### src/sbl_consts.vh
// constants for the serial boot code loader
`ifndef SBL_CONSTS_VH
`define SBL_CONSTS_VH
`define SBL_SYNC_BYTE 8'h25
`define SBL_MATCH_BYTE 8'h23
`define SBL_READY_BYTE 8'h21
`define SBL_BLANK_VECTOR 16'hFFFF
`define SBL_FILL_BYTE 8'hFF
`define SBL_MAX_LOAD 13'h1000
`define SBL_RAM_START 24'h20_0010
`define SBL_ENTRY_ADDR 24'h20_0018
`define SBL_RAM_WORDS 13'h1000
`define SBL_CHAR_SETUP 8'h83
`define SBL_CLOCK_SETUP 8'hE8
`define SBL_BAUD_DIV 8'h04
`define SBL_SYNC_MODE 8'h83
`define SBL_VECTOR_BASE 8'h10
`define SBL_IRQ_PRIORITY 8'h00
`define SBL_SEGMENT_SELECT 8'h23
`define SBL_VEC_RESET_LO 24'h00_0000
`define SBL_VEC_RESET_HI 24'h00_0001
`define SBL_WD_ADDR_LO 24'h00_0006
`define SBL_WD_ADDR_HI 24'h00_0007
`define SBL_WD_RATE 24'h00_0008
`define SBL_WD_SEG 24'h00_0009
`define SBL_CLK_HZ 20000000
`define SBL_TIMEOUT_MS 10
`define SBL_REF_OSC_HZ 4000000
`define SBL_WD_REF_HZ 2000000
// match wait: 10 ms counted in cycles of the 20 MHz clock
`define SBL_TIMEOUT_CYCLES 18'h3_0D40
// one millisecond counted in cycles of the 20 MHz clock
`define SBL_MS_CYCLES 15'h4E20
`endif

### src/sbl_serial_boot_loader.v
// serial boot code loader: strap check, serial load, ram fill, watchdog calls
`timescale 1ns/1ns
// Functional notes
// - after reset sample serial_out_pin; low requests update, else read vector
// - blank vector with pin high halts until hardware reset
// - on update enable serial unit synchronous, send sync byte
// - host answers match byte; device waits a bounded time
// - no match within timeout abandons update, resumes power-on path
// - after match send ready byte
// - host sends two count bytes, count at most 4 Kbytes
// - each payload byte preceded by ready byte, stored from ram start
// - after payload send ready; host confirms with non-sync byte
// - fill unused ram with ones, then jump to fixed entry
// - after loaded routine completes, halt until hardware reset
// - serial setup: 8 bits, synchronous, divider 4, ext rx clock
// - serial vectors at priority 0 from vector base
// - remap interrupts to boot area, pins to serial alternates
// - call watchdog routine at least once per emulated write
// - repeat watchdog call at rate byte milliseconds on long writes
// - watchdog address all ones means no call
module sbl_serial_boot_loader
(
  input wire i_clk, // system clock, 20 MHz
  input wire i_reset, // synchronous reset, active high
  input wire i_serial_out_pin, // strap level of serial_out_pin
  input wire [7:0] i_flash_data, // flash read data
  input wire i_rx_valid, // received byte strobe
  input wire [7:0] i_rx_data, // received byte
  input wire i_tx_ready, // serial unit can take a byte
  input wire i_routine_done, // loaded routine finished
  input wire i_ee_write_busy, // emulated eeprom write in progress
  input wire i_wd_call_ack, // user watchdog routine returned
  output reg [23:0] o_flash_addr, // flash read address
  output reg o_tx_valid, // byte offered to serial unit
  output reg [7:0] o_tx_data, // byte to send
  output reg o_serial_enable, // serial unit enabled
  output reg [7:0] o_char_setup, // character format setting
  output reg [7:0] o_clock_setup, // clock source setting
  output reg [7:0] o_baud_div, // baud divider
  output reg [7:0] o_mode_setup, // synchronous mode setting
  output reg [7:0] o_vector_base, // serial vector base
  output reg [7:0] o_irq_priority, // serial interrupt priority
  output reg [7:0] o_segment_select, // interrupt segment select
  output reg o_pin_alt, // serial pins in alternate function
  output reg o_ram_we, // ram write strobe
  output reg [11:0] o_ram_addr, // ram word offset from start
  output reg [7:0] o_ram_wdata, // ram write data
  output reg o_jump, // pulse: execute at entry address
  output reg [23:0] o_jump_addr, // entry address
  output reg o_user_start, // pulse: normal start-up
  output reg [15:0] o_user_vector, // user reset vector
  output reg o_halt, // device halted
  output reg o_wd_call, // call user watchdog routine
  output reg [23:0] o_wd_target // segment and address of routine
);
`include "sbl_consts.vh"

localparam S_STRAP = 4'h0, S_VEC_LO = 4'h1, S_VEC_HI = 4'h2;
localparam S_SEND = 4'h3, S_MATCH = 4'h4, S_CNT_HI = 4'h5;
localparam S_CNT_LO = 4'h6, S_DATA = 4'h7, S_CONFIRM = 4'h8;
localparam S_FILL = 4'h9, S_RUN = 4'hA, S_HALT = 4'hB;
localparam S_WD_PARAM = 4'hC, S_USER = 4'hD;
localparam [17:0] TIMEOUT_CYC = `SBL_TIMEOUT_CYCLES;
localparam [14:0] MS_CYC = `SBL_MS_CYCLES;

reg [3:0] state, after_send;
reg [17:0] timer;
reg [12:0] count, index;
reg [1:0] prm;
reg [7:0] rate, rate_left;
reg [14:0] ms_timer;
reg wd_enable, wd_pending, ee_prev;

// two-entry transmit buffer: a stalled serial unit loses no byte
reg [7:0] buf_data0, buf_data1;
reg [1:0] buf_count;
reg push;
reg [7:0] push_data;
wire buf_ready = (buf_count != 2'd2);
wire pop = o_tx_valid && i_tx_ready;

always @(posedge i_clk)
begin
  if (i_reset)
  begin
    buf_count <= 2'd0;
    buf_data0 <= 8'h00;
    buf_data1 <= 8'h00;
    o_tx_valid <= 1'b0;
    o_tx_data <= 8'h00;
  end
  else
  begin
    case ({push, pop})
      2'b10:
      begin
        if (buf_count == 2'd0)
          buf_data0 <= push_data;
        else
          buf_data1 <= push_data;
        buf_count <= buf_count + 2'd1;
      end
      2'b01:
      begin
        buf_data0 <= buf_data1;
        buf_count <= buf_count - 2'd1;
      end
      2'b11:
      begin
        if (buf_count == 2'd1)
          buf_data0 <= push_data;
        else
        begin
          buf_data0 <= buf_data1;
          buf_data1 <= push_data;
        end
      end
      default: buf_count <= buf_count;
    endcase
    o_tx_valid <= push || (buf_count != 2'd0 && !(pop && buf_count == 2'd1));
    if (pop && buf_count == 2'd2)
      o_tx_data <= buf_data1;
    else if (pop || buf_count == 2'd0)
      o_tx_data <= push_data;
    else
      o_tx_data <= buf_data0;
  end
end

////////////////////////////////////////////////////////////////////////////
// loader sequence
always @(posedge i_clk)
begin
  push <= 1'b0;
  o_ram_we <= 1'b0;
  o_jump <= 1'b0;
  o_user_start <= 1'b0;
  if (i_reset)
  begin
    state <= S_STRAP;
    after_send <= S_MATCH;
    timer <= 18'h0_0000;
    count <= 13'h0000;
    index <= 13'h0000;
    prm <= 2'd0;
    rate <= 8'h00;
    wd_enable <= 1'b0;
    push_data <= 8'h00;
    o_flash_addr <= 24'h00_0000;
    o_serial_enable <= 1'b0;
    o_char_setup <= 8'h00;
    o_clock_setup <= 8'h00;
    o_baud_div <= 8'h00;
    o_mode_setup <= 8'h00;
    o_vector_base <= 8'h00;
    o_irq_priority <= 8'h00;
    o_segment_select <= 8'h00;
    o_pin_alt <= 1'b0;
    o_ram_addr <= 12'h000;
    o_ram_wdata <= 8'h00;
    o_jump_addr <= 24'h00_0000;
    o_user_vector <= 16'h0000;
    o_halt <= 1'b0;
    o_wd_target <= 24'h00_0000;
  end
  else
  begin
    case (state)
      S_STRAP:
      begin
        if (!i_serial_out_pin)
        begin
          o_serial_enable <= 1'b1;
          o_char_setup <= `SBL_CHAR_SETUP;
          o_clock_setup <= `SBL_CLOCK_SETUP;
          o_baud_div <= `SBL_BAUD_DIV;
          o_mode_setup <= `SBL_SYNC_MODE;
          o_vector_base <= `SBL_VECTOR_BASE;
          o_irq_priority <= `SBL_IRQ_PRIORITY;
          o_segment_select <= `SBL_SEGMENT_SELECT;
          o_pin_alt <= 1'b1;
          push_data <= `SBL_SYNC_BYTE;
          state <= S_SEND;
        end
        else
        begin
          o_flash_addr <= `SBL_VEC_RESET_LO;
          state <= S_VEC_LO;
        end
      end
      S_VEC_LO:
      begin
        o_user_vector[15:8] <= i_flash_data;
        o_flash_addr <= `SBL_VEC_RESET_HI;
        state <= S_VEC_HI;
      end
      S_VEC_HI:
      begin
        o_user_vector[7:0] <= i_flash_data;
        if ({o_user_vector[15:8], i_flash_data} == `SBL_BLANK_VECTOR)
        begin
          o_halt <= 1'b1;
          state <= S_HALT;
        end
        else
        begin
          o_flash_addr <= `SBL_WD_ADDR_LO;
          state <= S_WD_PARAM;
        end
      end
      S_WD_PARAM:
      begin
        // one flash byte per cycle from the watchdog parameter table
        case (prm)
          2'd0: o_wd_target[15:8] <= i_flash_data;
          2'd1: o_wd_target[7:0] <= i_flash_data;
          2'd2: rate <= i_flash_data;
          default: o_wd_target[23:16] <= i_flash_data;
        endcase
        o_flash_addr <= o_flash_addr + 24'h00_0001;
        prm <= prm + 2'd1;
        if (prm == 2'd3)
        begin
          wd_enable <= (o_wd_target[15:0] != `SBL_BLANK_VECTOR);
          o_user_start <= 1'b1;
          state <= S_USER;
        end
      end
      S_SEND:
      begin
        if (buf_ready)
        begin
          push <= 1'b1;
          state <= after_send;
        end
      end
      S_MATCH:
      begin
        timer <= timer + 18'h0_0001;
        if (i_rx_valid && i_rx_data == `SBL_MATCH_BYTE)
        begin
          push_data <= `SBL_READY_BYTE;
          after_send <= S_CNT_HI;
          state <= S_SEND;
        end
        else if (timer >= TIMEOUT_CYC - 18'h0_0001)
        begin
          o_serial_enable <= 1'b0;
          o_pin_alt <= 1'b0;
          o_flash_addr <= `SBL_VEC_RESET_LO;
          state <= S_VEC_LO;
        end
      end
      S_CNT_HI:
        if (i_rx_valid)
        begin
          count[12:8] <= i_rx_data[4:0];
          state <= S_CNT_LO;
        end
      S_CNT_LO:
        if (i_rx_valid)
        begin
          // clamp to the ram size so the fill never wraps
          if ({count[12:8], i_rx_data} > `SBL_MAX_LOAD)
            count <= `SBL_MAX_LOAD;
          else
            count <= {count[12:8], i_rx_data};
          index <= 13'h0000;
          push_data <= `SBL_READY_BYTE;
          after_send <= (count[12:8] == 5'h00 && i_rx_data == 8'h00)
            ? S_CONFIRM : S_DATA;
          state <= S_SEND;
        end
      S_DATA:
        if (i_rx_valid)
        begin
          o_ram_we <= 1'b1;
          o_ram_addr <= index[11:0];
          o_ram_wdata <= i_rx_data;
          index <= index + 13'h0001;
          push_data <= `SBL_READY_BYTE;
          after_send <= (index + 13'h0001 == count) ? S_CONFIRM : S_DATA;
          state <= S_SEND;
        end
      S_CONFIRM:
        if (i_rx_valid && i_rx_data != `SBL_SYNC_BYTE)
          state <= S_FILL;
      S_FILL:
      begin
        if (index == `SBL_RAM_WORDS)
        begin
          o_jump <= 1'b1;
          o_jump_addr <= `SBL_ENTRY_ADDR;
          state <= S_RUN;
        end
        else
        begin
          o_ram_we <= 1'b1;
          o_ram_addr <= index[11:0];
          o_ram_wdata <= `SBL_FILL_BYTE;
          index <= index + 13'h0001;
        end
      end
      S_RUN:
        if (i_routine_done)
        begin
          o_halt <= 1'b1;
          state <= S_HALT;
        end
      S_USER, S_HALT:
        state <= state;
      default:
        state <= S_HALT;
    endcase
  end
end

////////////////////////////////////////////////////////////////////////////
// watchdog refresh calls during emulated eeprom writes
always @(posedge i_clk)
begin
  if (i_reset)
  begin
    o_wd_call <= 1'b0;
    wd_pending <= 1'b0;
    ee_prev <= 1'b0;
    rate_left <= 8'h00;
    ms_timer <= 15'h0000;
  end
  else
  begin
    ee_prev <= i_ee_write_busy;
    if (i_wd_call_ack)
      o_wd_call <= 1'b0;
    else if (wd_pending)
      o_wd_call <= 1'b1;
    if (o_wd_call && i_wd_call_ack)
      wd_pending <= 1'b0;
    if (!wd_enable)
      wd_pending <= 1'b0;
    else if (i_ee_write_busy && !ee_prev)
    begin
      wd_pending <= 1'b1;
      rate_left <= rate;
      ms_timer <= 15'h0000;
    end
    else if (i_ee_write_busy && rate != 8'h00)
    begin
      if (ms_timer == MS_CYC - 15'h0001)
      begin
        ms_timer <= 15'h0000;
        if (rate_left <= 8'h01)
        begin
          wd_pending <= 1'b1;
          rate_left <= rate;
        end
        else
          rate_left <= rate_left - 8'h01;
      end
      else
        ms_timer <= ms_timer + 15'h0001;
    end
  end
end

endmodule

### config.mk
export PLATFORM = sky130hd
export DESIGN_NAME = sbl_serial_boot_loader
export DESIGN_NICKNAME = d
export VERILOG_FILES = /design/src/sbl_serial_boot_loader.v
export VERILOG_INCLUDE_DIRS = /design/src
export SDC_FILE = /design/constraint.sdc
export NUM_CORES = 1
export LEC_CHECK = 0
export ABC_CLOCK_PERIOD_IN_PS = 2600
export BUFFER_PORTS_ARGS = -buffer_cell sky130_fd_sc_hd__buf_2
export CAP_MARGIN = 25
export CORE_ASPECT_RATIO = 0.7
export CORE_MARGIN = 2
export CORE_UTILIZATION = 35
export DETAILED_ROUTE_END_ITERATION = 12
export PLACE_DENSITY = 0.58
export SLEW_MARGIN = 15
export SYNTH_ARGS = -nofsm -noshare
export SYNTH_HDL_FRONTEND = slang
export SYNTH_SLANG_ARGS = --single-unit
### constraint.sdc
create_clock -name i_clk -period 2.6 [get_ports i_clk]
set_clock_uncertainty 0.05 [all_clocks]
set_input_delay 0.26 -clock i_clk [delete_from_list [all_inputs] [get_ports i_clk]]
set_output_delay 0.26 -clock i_clk [all_outputs]
set_load 0.05 [all_outputs]
# Word level (Yosys, flattened, before mapping)
# Index checks and enable logic that the tools add are counted.
[classes] n_addsub=8 n_lt_le_gt_ge=3 n_eq_ne=51 mux=75 bitwise_logic=7 reduce_logical=63
[ops] cell="$mux W8" n=15
[ops] cell="$pmux W24 S5" n=1
[ops] cell="$mux W24" n=4
[ops] cell="$mux W13" n=5
[ops] cell="$mux W4" n=14
[ops] cell="$pmux W4 S12" n=1
[ops] cell="$pmux W8 S3" n=2
[ops] cell="$mux W15" n=3
[ops] cell="$ne A2 B2 Y1 const B" n=21
[ops] cell="$pmux W13 S3" n=1
[ops] cell="$pmux W8 S2" n=2
[ops] cell="$add A24 B1 Y24 const B" n=1
[ops] cell="$eq A4 B4 Y1 const B" n=6
[ops] cell="$mux W12" n=2
[ops] cell="$pmux W12 S2" n=1
[ops] cell="$reduce_and A2 Y1" n=10
[ops] cell="$reduce_and A4 Y1" n=5
[ops] cell="$add A18 B1 Y18 const B" n=1
[ops] cell="$ge A18 B18 Y1 const B" n=1
[ops] cell="$reduce_bool A2 Y1" n=9
[ops] cell="$eq A16 B16 Y1 const B" n=1
[ops] cell="$eq A4 B3 Y1 const B" n=4
[ops] cell="$ne A16 B16 Y1 const B" n=1
[ops] cell="$add A15 B1 Y15 const B" n=1
[ops] cell="other kinds (41)" n=95
[word_totals] register_bits=218 output_inout_bits=180 wordCells=245

# Logic depth before layout (Yosys ltp)
[depth] depth_word=6 depth_mapped=9

# Worst setup path before layout
# Ideal clock, no wire load.
[synth_path] path_type="flip-flop to flip-flop" from="reg o_flash_addr[0]" to="reg o_flash_addr[23]" arrival_ns=2.223 slack_ns=0.257 stages_incl_launch_ff=7 n_path_buf=1 path_cell_list="dfxtp_1 > and3_1 > and3_1 > clkbuf_1 > nand4_1 > or4_1 > a21oi_1"
[synth_via] elab_chain_len=2
[synth_lines] item="start: declaration" line_no="sbl_serial_boot_loader.v:33" text="output reg [23:0] o_flash_addr,"
[synth_lines] item="start signal: assignment" line_no="sbl_serial_boot_loader.v:187" text="o_flash_addr <= `SBL_VEC_RESET_LO;"
[synth_lines] item="start signal: assignment" line_no="sbl_serial_boot_loader.v:194" text="o_flash_addr <= `SBL_VEC_RESET_HI;"
[synth_lines] item="start signal: assignment" line_no="sbl_serial_boot_loader.v:207" text="o_flash_addr <= `SBL_WD_ADDR_LO;"
[synth_lines] item="$add A24 B1 Y24" line_no="sbl_serial_boot_loader.v:220" text="o_flash_addr <= o_flash_addr + 24'h00_0001;"
[synth_lines] item="$pmux W24 S5" line_no="sbl_serial_boot_loader.v:168" text="case (state)"
# No other way between the ends.
# A chain may end at the register's enable or synchronous reset.

# Worst setup path in the final report
[layout_path] from="reg index[7]" to="reg after_send[0]"
[layout_via] elab_chain_len=5
[layout_lines] item="start: declaration" line_no="sbl_serial_boot_loader.v:68" text="reg [12:0] count, index;"
[layout_lines] item="start signal: assignment" line_no="sbl_serial_boot_loader.v:280" text="index <= index + 13'h0001;"
[layout_lines] item="start signal: assignment" line_no="sbl_serial_boot_loader.v:301" text="index <= index + 13'h0001;"
[layout_lines] item="$add A13 B1 Y13" line_no="sbl_serial_boot_loader.v:282" text="after_send <= (index + 13'h0001 == count) ? S_CONFIRM : S_DATA;"
[layout_lines] item="$eq A13 B13 Y1" line_no="sbl_serial_boot_loader.v:282"
[layout_lines] item="$mux W4" line_no="sbl_serial_boot_loader.v:282"
[layout_lines] item="$mux W4" line_no="sbl_serial_boot_loader.v:275" text="if (i_rx_valid)"
[layout_lines] item="$pmux W4 S3" line_no="sbl_serial_boot_loader.v:168"
[layout_lines] item="end signal: assignment" line_no="sbl_serial_boot_loader.v:270" text="after_send <= (count[12:8] == 5'h00 && i_rx_data == 8'h00)"
[layout_lines] item="end signal: assignment" line_no="sbl_serial_boot_loader.v:282"
[layout_lines] item="end: declaration" line_no="sbl_serial_boot_loader.v:66" text="reg [3:0] state, after_send;"
# No other way between the ends. The select of a mux whose other input is x is not followed.

==> results.cfg <==
[power_and_ir_drop]
leakagePower_nw = 4.45
powerDensity_nw_per_um2 = 786
vdd_drop_max_v = 0.000461

[synthesis]
synthCells = 1217
yosys_warnings = 0
yosysUniqueCellTypes = 67
ys_dominant_reg_cell = sky130_fd_sc_hd__dfxtp_1
synth.area.mux_share = 0.0175
netlist.top_cell.by_area = sky130_fd_sc_hd__dfxtp_1
syn_area_per_cell_um2 = 7.98
edff_count_synth = 0
synth-async-reset-ratio = 0
largest_family_of_logic_cells_by_synthesized_area = simple AND/OR/NAND/NOR gates
synth_top_area_share = 0.396
synthTopCellsByArea = sky130_fd_sc_hd__dfxtp_1, sky130_fd_sc_hd__buf_4, sky130_fd_sc_hd__a21oi_1
synth-seq-area-share = 0.396
synth_area_in_compound_gates = 0.167
simple_gate_share_of_the_synthesized_area = 0.251
yosys.area_share.adder = 0.0245
synth-seq-cells = 192
post_synth_xor_area_fraction = 0.0388
cell_area_after_synthesis_um2 = 9710

[timing]
maxClockFrequency_mhz = 405
timing.final.ws_setup_ns = 0.130
layout_worst_path_cycle_share = 0.950
setup-violations-final = 0
final-max-slew-violation-count = 0
report.final.hold_viol_count = 0
worst-slew-pin-transition_ns = 0.862
max-slew-margin-rel = 0.422
worst_hold_slack_ns = 0.0541
finalCriticalPeriod_ns = 2.47
rsz0062_at_grt = false
final_layout_setup_total_negative_slack_ns = 0

[placed_design]
port_buffers = 136
hpwl_um = 18700
detailed_place.area_um2 = 10500
finalWeightedCongestion = 0.856
dp_slack_ns = 0.121

[layout]
total_area_of_multi_input_combinational_cells_um2 = 5100
regArea_um2 = 3840
nets = 1370
areaGrowthSynthToFinish_pct = 14.9
num_antenna_cells = 0
fin_area_um2 = 11200
drive_gt1_frac = 0.165
fill_cells = 2727

[floorplan]
design.die.area_um2 = 29100
core_area_um2 = 27000
die_width_um = 203
die_height_um = 143
boundaryPins = 204
floorplan.rows = 50
initial_core_util = 0.359

[run_status]
run_status = completed

[clock_tree]
insertion_delay_ns = 0.44
postCtsSetupBuffers = 0
tritoncts.num_buffers = 17
cts.clk_slew.worst_paths_ns = 0.07
ctsLongestPathBuffers = 2
cts_htree_levels = 4
tritoncts = yes
cts_root_buf = sky130_fd_sc_hd__clkbuf_16
cts_sinks = 192

[global_route]
number_of_antenna_violations_at_the_first_check_in_global_routing = 0
globalRouteMet2Util = 0.231
groute.layer.met3.usage = 0.0399
top_usage_layer = met1
globalRouteTotalUtil = 0.176
grtUsageMet1 = 0.282
grt_start_max_net_pins = 68
grt.overflow.total = 0
vias_in_the_first_global_route = 7544
grt_pass1_wl_um = 41200

[route]
antenna_violating_nets_post_route = 0
first_iter_violations = 687
route.detailed.wl_per_inst_um = 15.5
final_wirelength_um = 26400
post_drt_via_cell_ratio = 5.15
dr.pass1.iters = 5
dr_total_vias = 8771
drc = 0

[critical_path]
cp-start-kind = flip-flop
worst_ep_required_time_ns = 2.84
path_max_fanout = 7
worstSetupPathType = flip-flop to flip-flop
timing.critical_path.arrival_ns = 2.71
end_kind = flip-flop

[flow_run]
maxCapViolations = 0

[min_path]
hp-class = primary input to flip-flop
area by class of cell:
cell class	count	share of cell area
Multi-Input combinational cell	912	0.457
Sequential cell	192	0.344
Timing Repair Buffer	175	0.0910
Clock buffer	20	0.0409
Tap cell	364	0.0408
Clock inverter	12	0.0161
Inverter	29	0.00975
synth_stat cells, types with 3 or more instances:
cell,count
sky130_fd_sc_hd__a211oi_1,15
sky130_fd_sc_hd__a21o_1,4
sky130_fd_sc_hd__a21oi_1,122
sky130_fd_sc_hd__a221oi_1,5
sky130_fd_sc_hd__a22oi_1,4
sky130_fd_sc_hd__a311oi_1,18
sky130_fd_sc_hd__a31oi_1,4
sky130_fd_sc_hd__a32oi_1,3
sky130_fd_sc_hd__and2_1,4
sky130_fd_sc_hd__and3_1,23
sky130_fd_sc_hd__buf_1,4
sky130_fd_sc_hd__buf_2,10
sky130_fd_sc_hd__buf_4,86
sky130_fd_sc_hd__clkbuf_1,48
sky130_fd_sc_hd__dfxtp_1,192
sky130_fd_sc_hd__ha_1,19
sky130_fd_sc_hd__inv_1,29
sky130_fd_sc_hd__mux2i_1,17
sky130_fd_sc_hd__nand2_1,143
sky130_fd_sc_hd__nand2b_1,8
sky130_fd_sc_hd__nand3_1,63
sky130_fd_sc_hd__nand4_1,26
sky130_fd_sc_hd__nand4b_1,4
sky130_fd_sc_hd__nor2_1,133
sky130_fd_sc_hd__nor2b_1,9
sky130_fd_sc_hd__nor3_1,24
sky130_fd_sc_hd__nor3b_1,7
sky130_fd_sc_hd__nor4_1,15
sky130_fd_sc_hd__nor4b_1,3
sky130_fd_sc_hd__o211ai_1,7
sky130_fd_sc_hd__o21a_1,5
sky130_fd_sc_hd__o21ai_0,42
sky130_fd_sc_hd__o22ai_1,3
sky130_fd_sc_hd__o31ai_1,11
sky130_fd_sc_hd__or3_1,13
sky130_fd_sc_hd__or3b_2,5
sky130_fd_sc_hd__or4_1,12
sky130_fd_sc_hd__xnor2_1,22
sky130_fd_sc_hd__xor2_1,21
logic make-up after synthesis:
kind of cell | Yosys count
other cells | 1
simple gates | 503
xor+xnor | 43
buf+inv | 179
compound gates | 263
mux | 17
fa+ha+maj | 19
flops | 192
per-stage QoR:
step	cells	util	total power, mW
final	1704	0.413	8.78
after global routing	1704	0.413	9.19
after CTS	1704	0.413	8.83
after detailed placement	1671	0.389	5.93
after global placement	1671	0.389	5.92
after floorplan	1283	-	5.49
sequential cells by signal, summed over array words and instances, names as in the netlist, 2 cells and up:
signal	cells
o_tx_data	2
rate_left	8
o_user_vector	16
count	13
state	4
buf_count	2
o_wd_target	24
rate	8
timer	18
buf_data1	2
after_send	4
o_ram_addr	12
o_flash_addr	24
ms_timer	15
push_data	2
buf_data0	2
index	13
prm	2
o_ram_wdata	8
repair_timing:
action / 4_1_cts / 5_1_grt
setup endpoints to repair: 0 / 28
endpoints found under the hold margin: 1 / 0
hold buffers: 1 / 0
resized for setup: 0 / 2
where the power goes:
part	total (mW)	internal, mW	switching, mW
logic	2.57	0.662	1.91
registers	3.31	3.12	0.190
clock network	2.89	1.67	1.22
layout by cell type (no fill, tap or decap), types with 8 or more instances in the layout:
cell and count:
sky130_fd_sc_hd__a211oi_1 15, sky130_fd_sc_hd__a21oi_1 122, sky130_fd_sc_hd__a311oi_1 18, sky130_fd_sc_hd__and3_1 23, sky130_fd_sc_hd__buf_2 135, sky130_fd_sc_hd__buf_4 36, sky130_fd_sc_hd__clkbuf_16 17, sky130_fd_sc_hd__conb_1 67
sky130_fd_sc_hd__dfxtp_1 192, sky130_fd_sc_hd__ha_1 19, sky130_fd_sc_hd__inv_1 29, sky130_fd_sc_hd__mux2i_1 17, sky130_fd_sc_hd__nand2_1 142, sky130_fd_sc_hd__nand2b_1 8, sky130_fd_sc_hd__nand3_1 63, sky130_fd_sc_hd__nand4_1 26
sky130_fd_sc_hd__nor2_1 133, sky130_fd_sc_hd__nor2b_1 9, sky130_fd_sc_hd__nor3_1 23, sky130_fd_sc_hd__nor4_1 15, sky130_fd_sc_hd__o21ai_0 42, sky130_fd_sc_hd__o31ai_1 11, sky130_fd_sc_hd__or3_1 13, sky130_fd_sc_hd__or4_1 12
sky130_fd_sc_hd__xnor2_1 22, sky130_fd_sc_hd__xor2_1 21
per-layer routing:
metal  wire length [µm]  vias to the layer above
met5                  0                        -
li1                   -                     4365
met4                174                        0
met2              10600                      270
met3               1650                       18
met1              14000                     4118
worst paths after layout:
path / start / endpoint / slack, ns / cells after the start
worst max-delay path: index[7] / after_send[0] / 0.13 / 7
worst min-delay path: i_rx_data[6] / count[6] / 0.05 / 3
worst min register to register: o_wd_target[22] / o_wd_target[22] / 0.40 / 2
worst max register to register: index[7] / after_send[0] / 0.13 / 7
critical path, cell delays in order, from the launching register on:
cell and delay (ns):
sky130_fd_sc_hd__dfxtp_1 0.54, sky130_fd_sc_hd__nand2_1 0.20, sky130_fd_sc_hd__nor4_1 0.45, sky130_fd_sc_hd__xnor2_1 0.20, sky130_fd_sc_hd__o211ai_1 0.15, sky130_fd_sc_hd__a2111oi_1 0.45, sky130_fd_sc_hd__buf_4 0.21, sky130_fd_sc_hd__a221oi_1 0.07
Power figures use the tool's default switching activity.
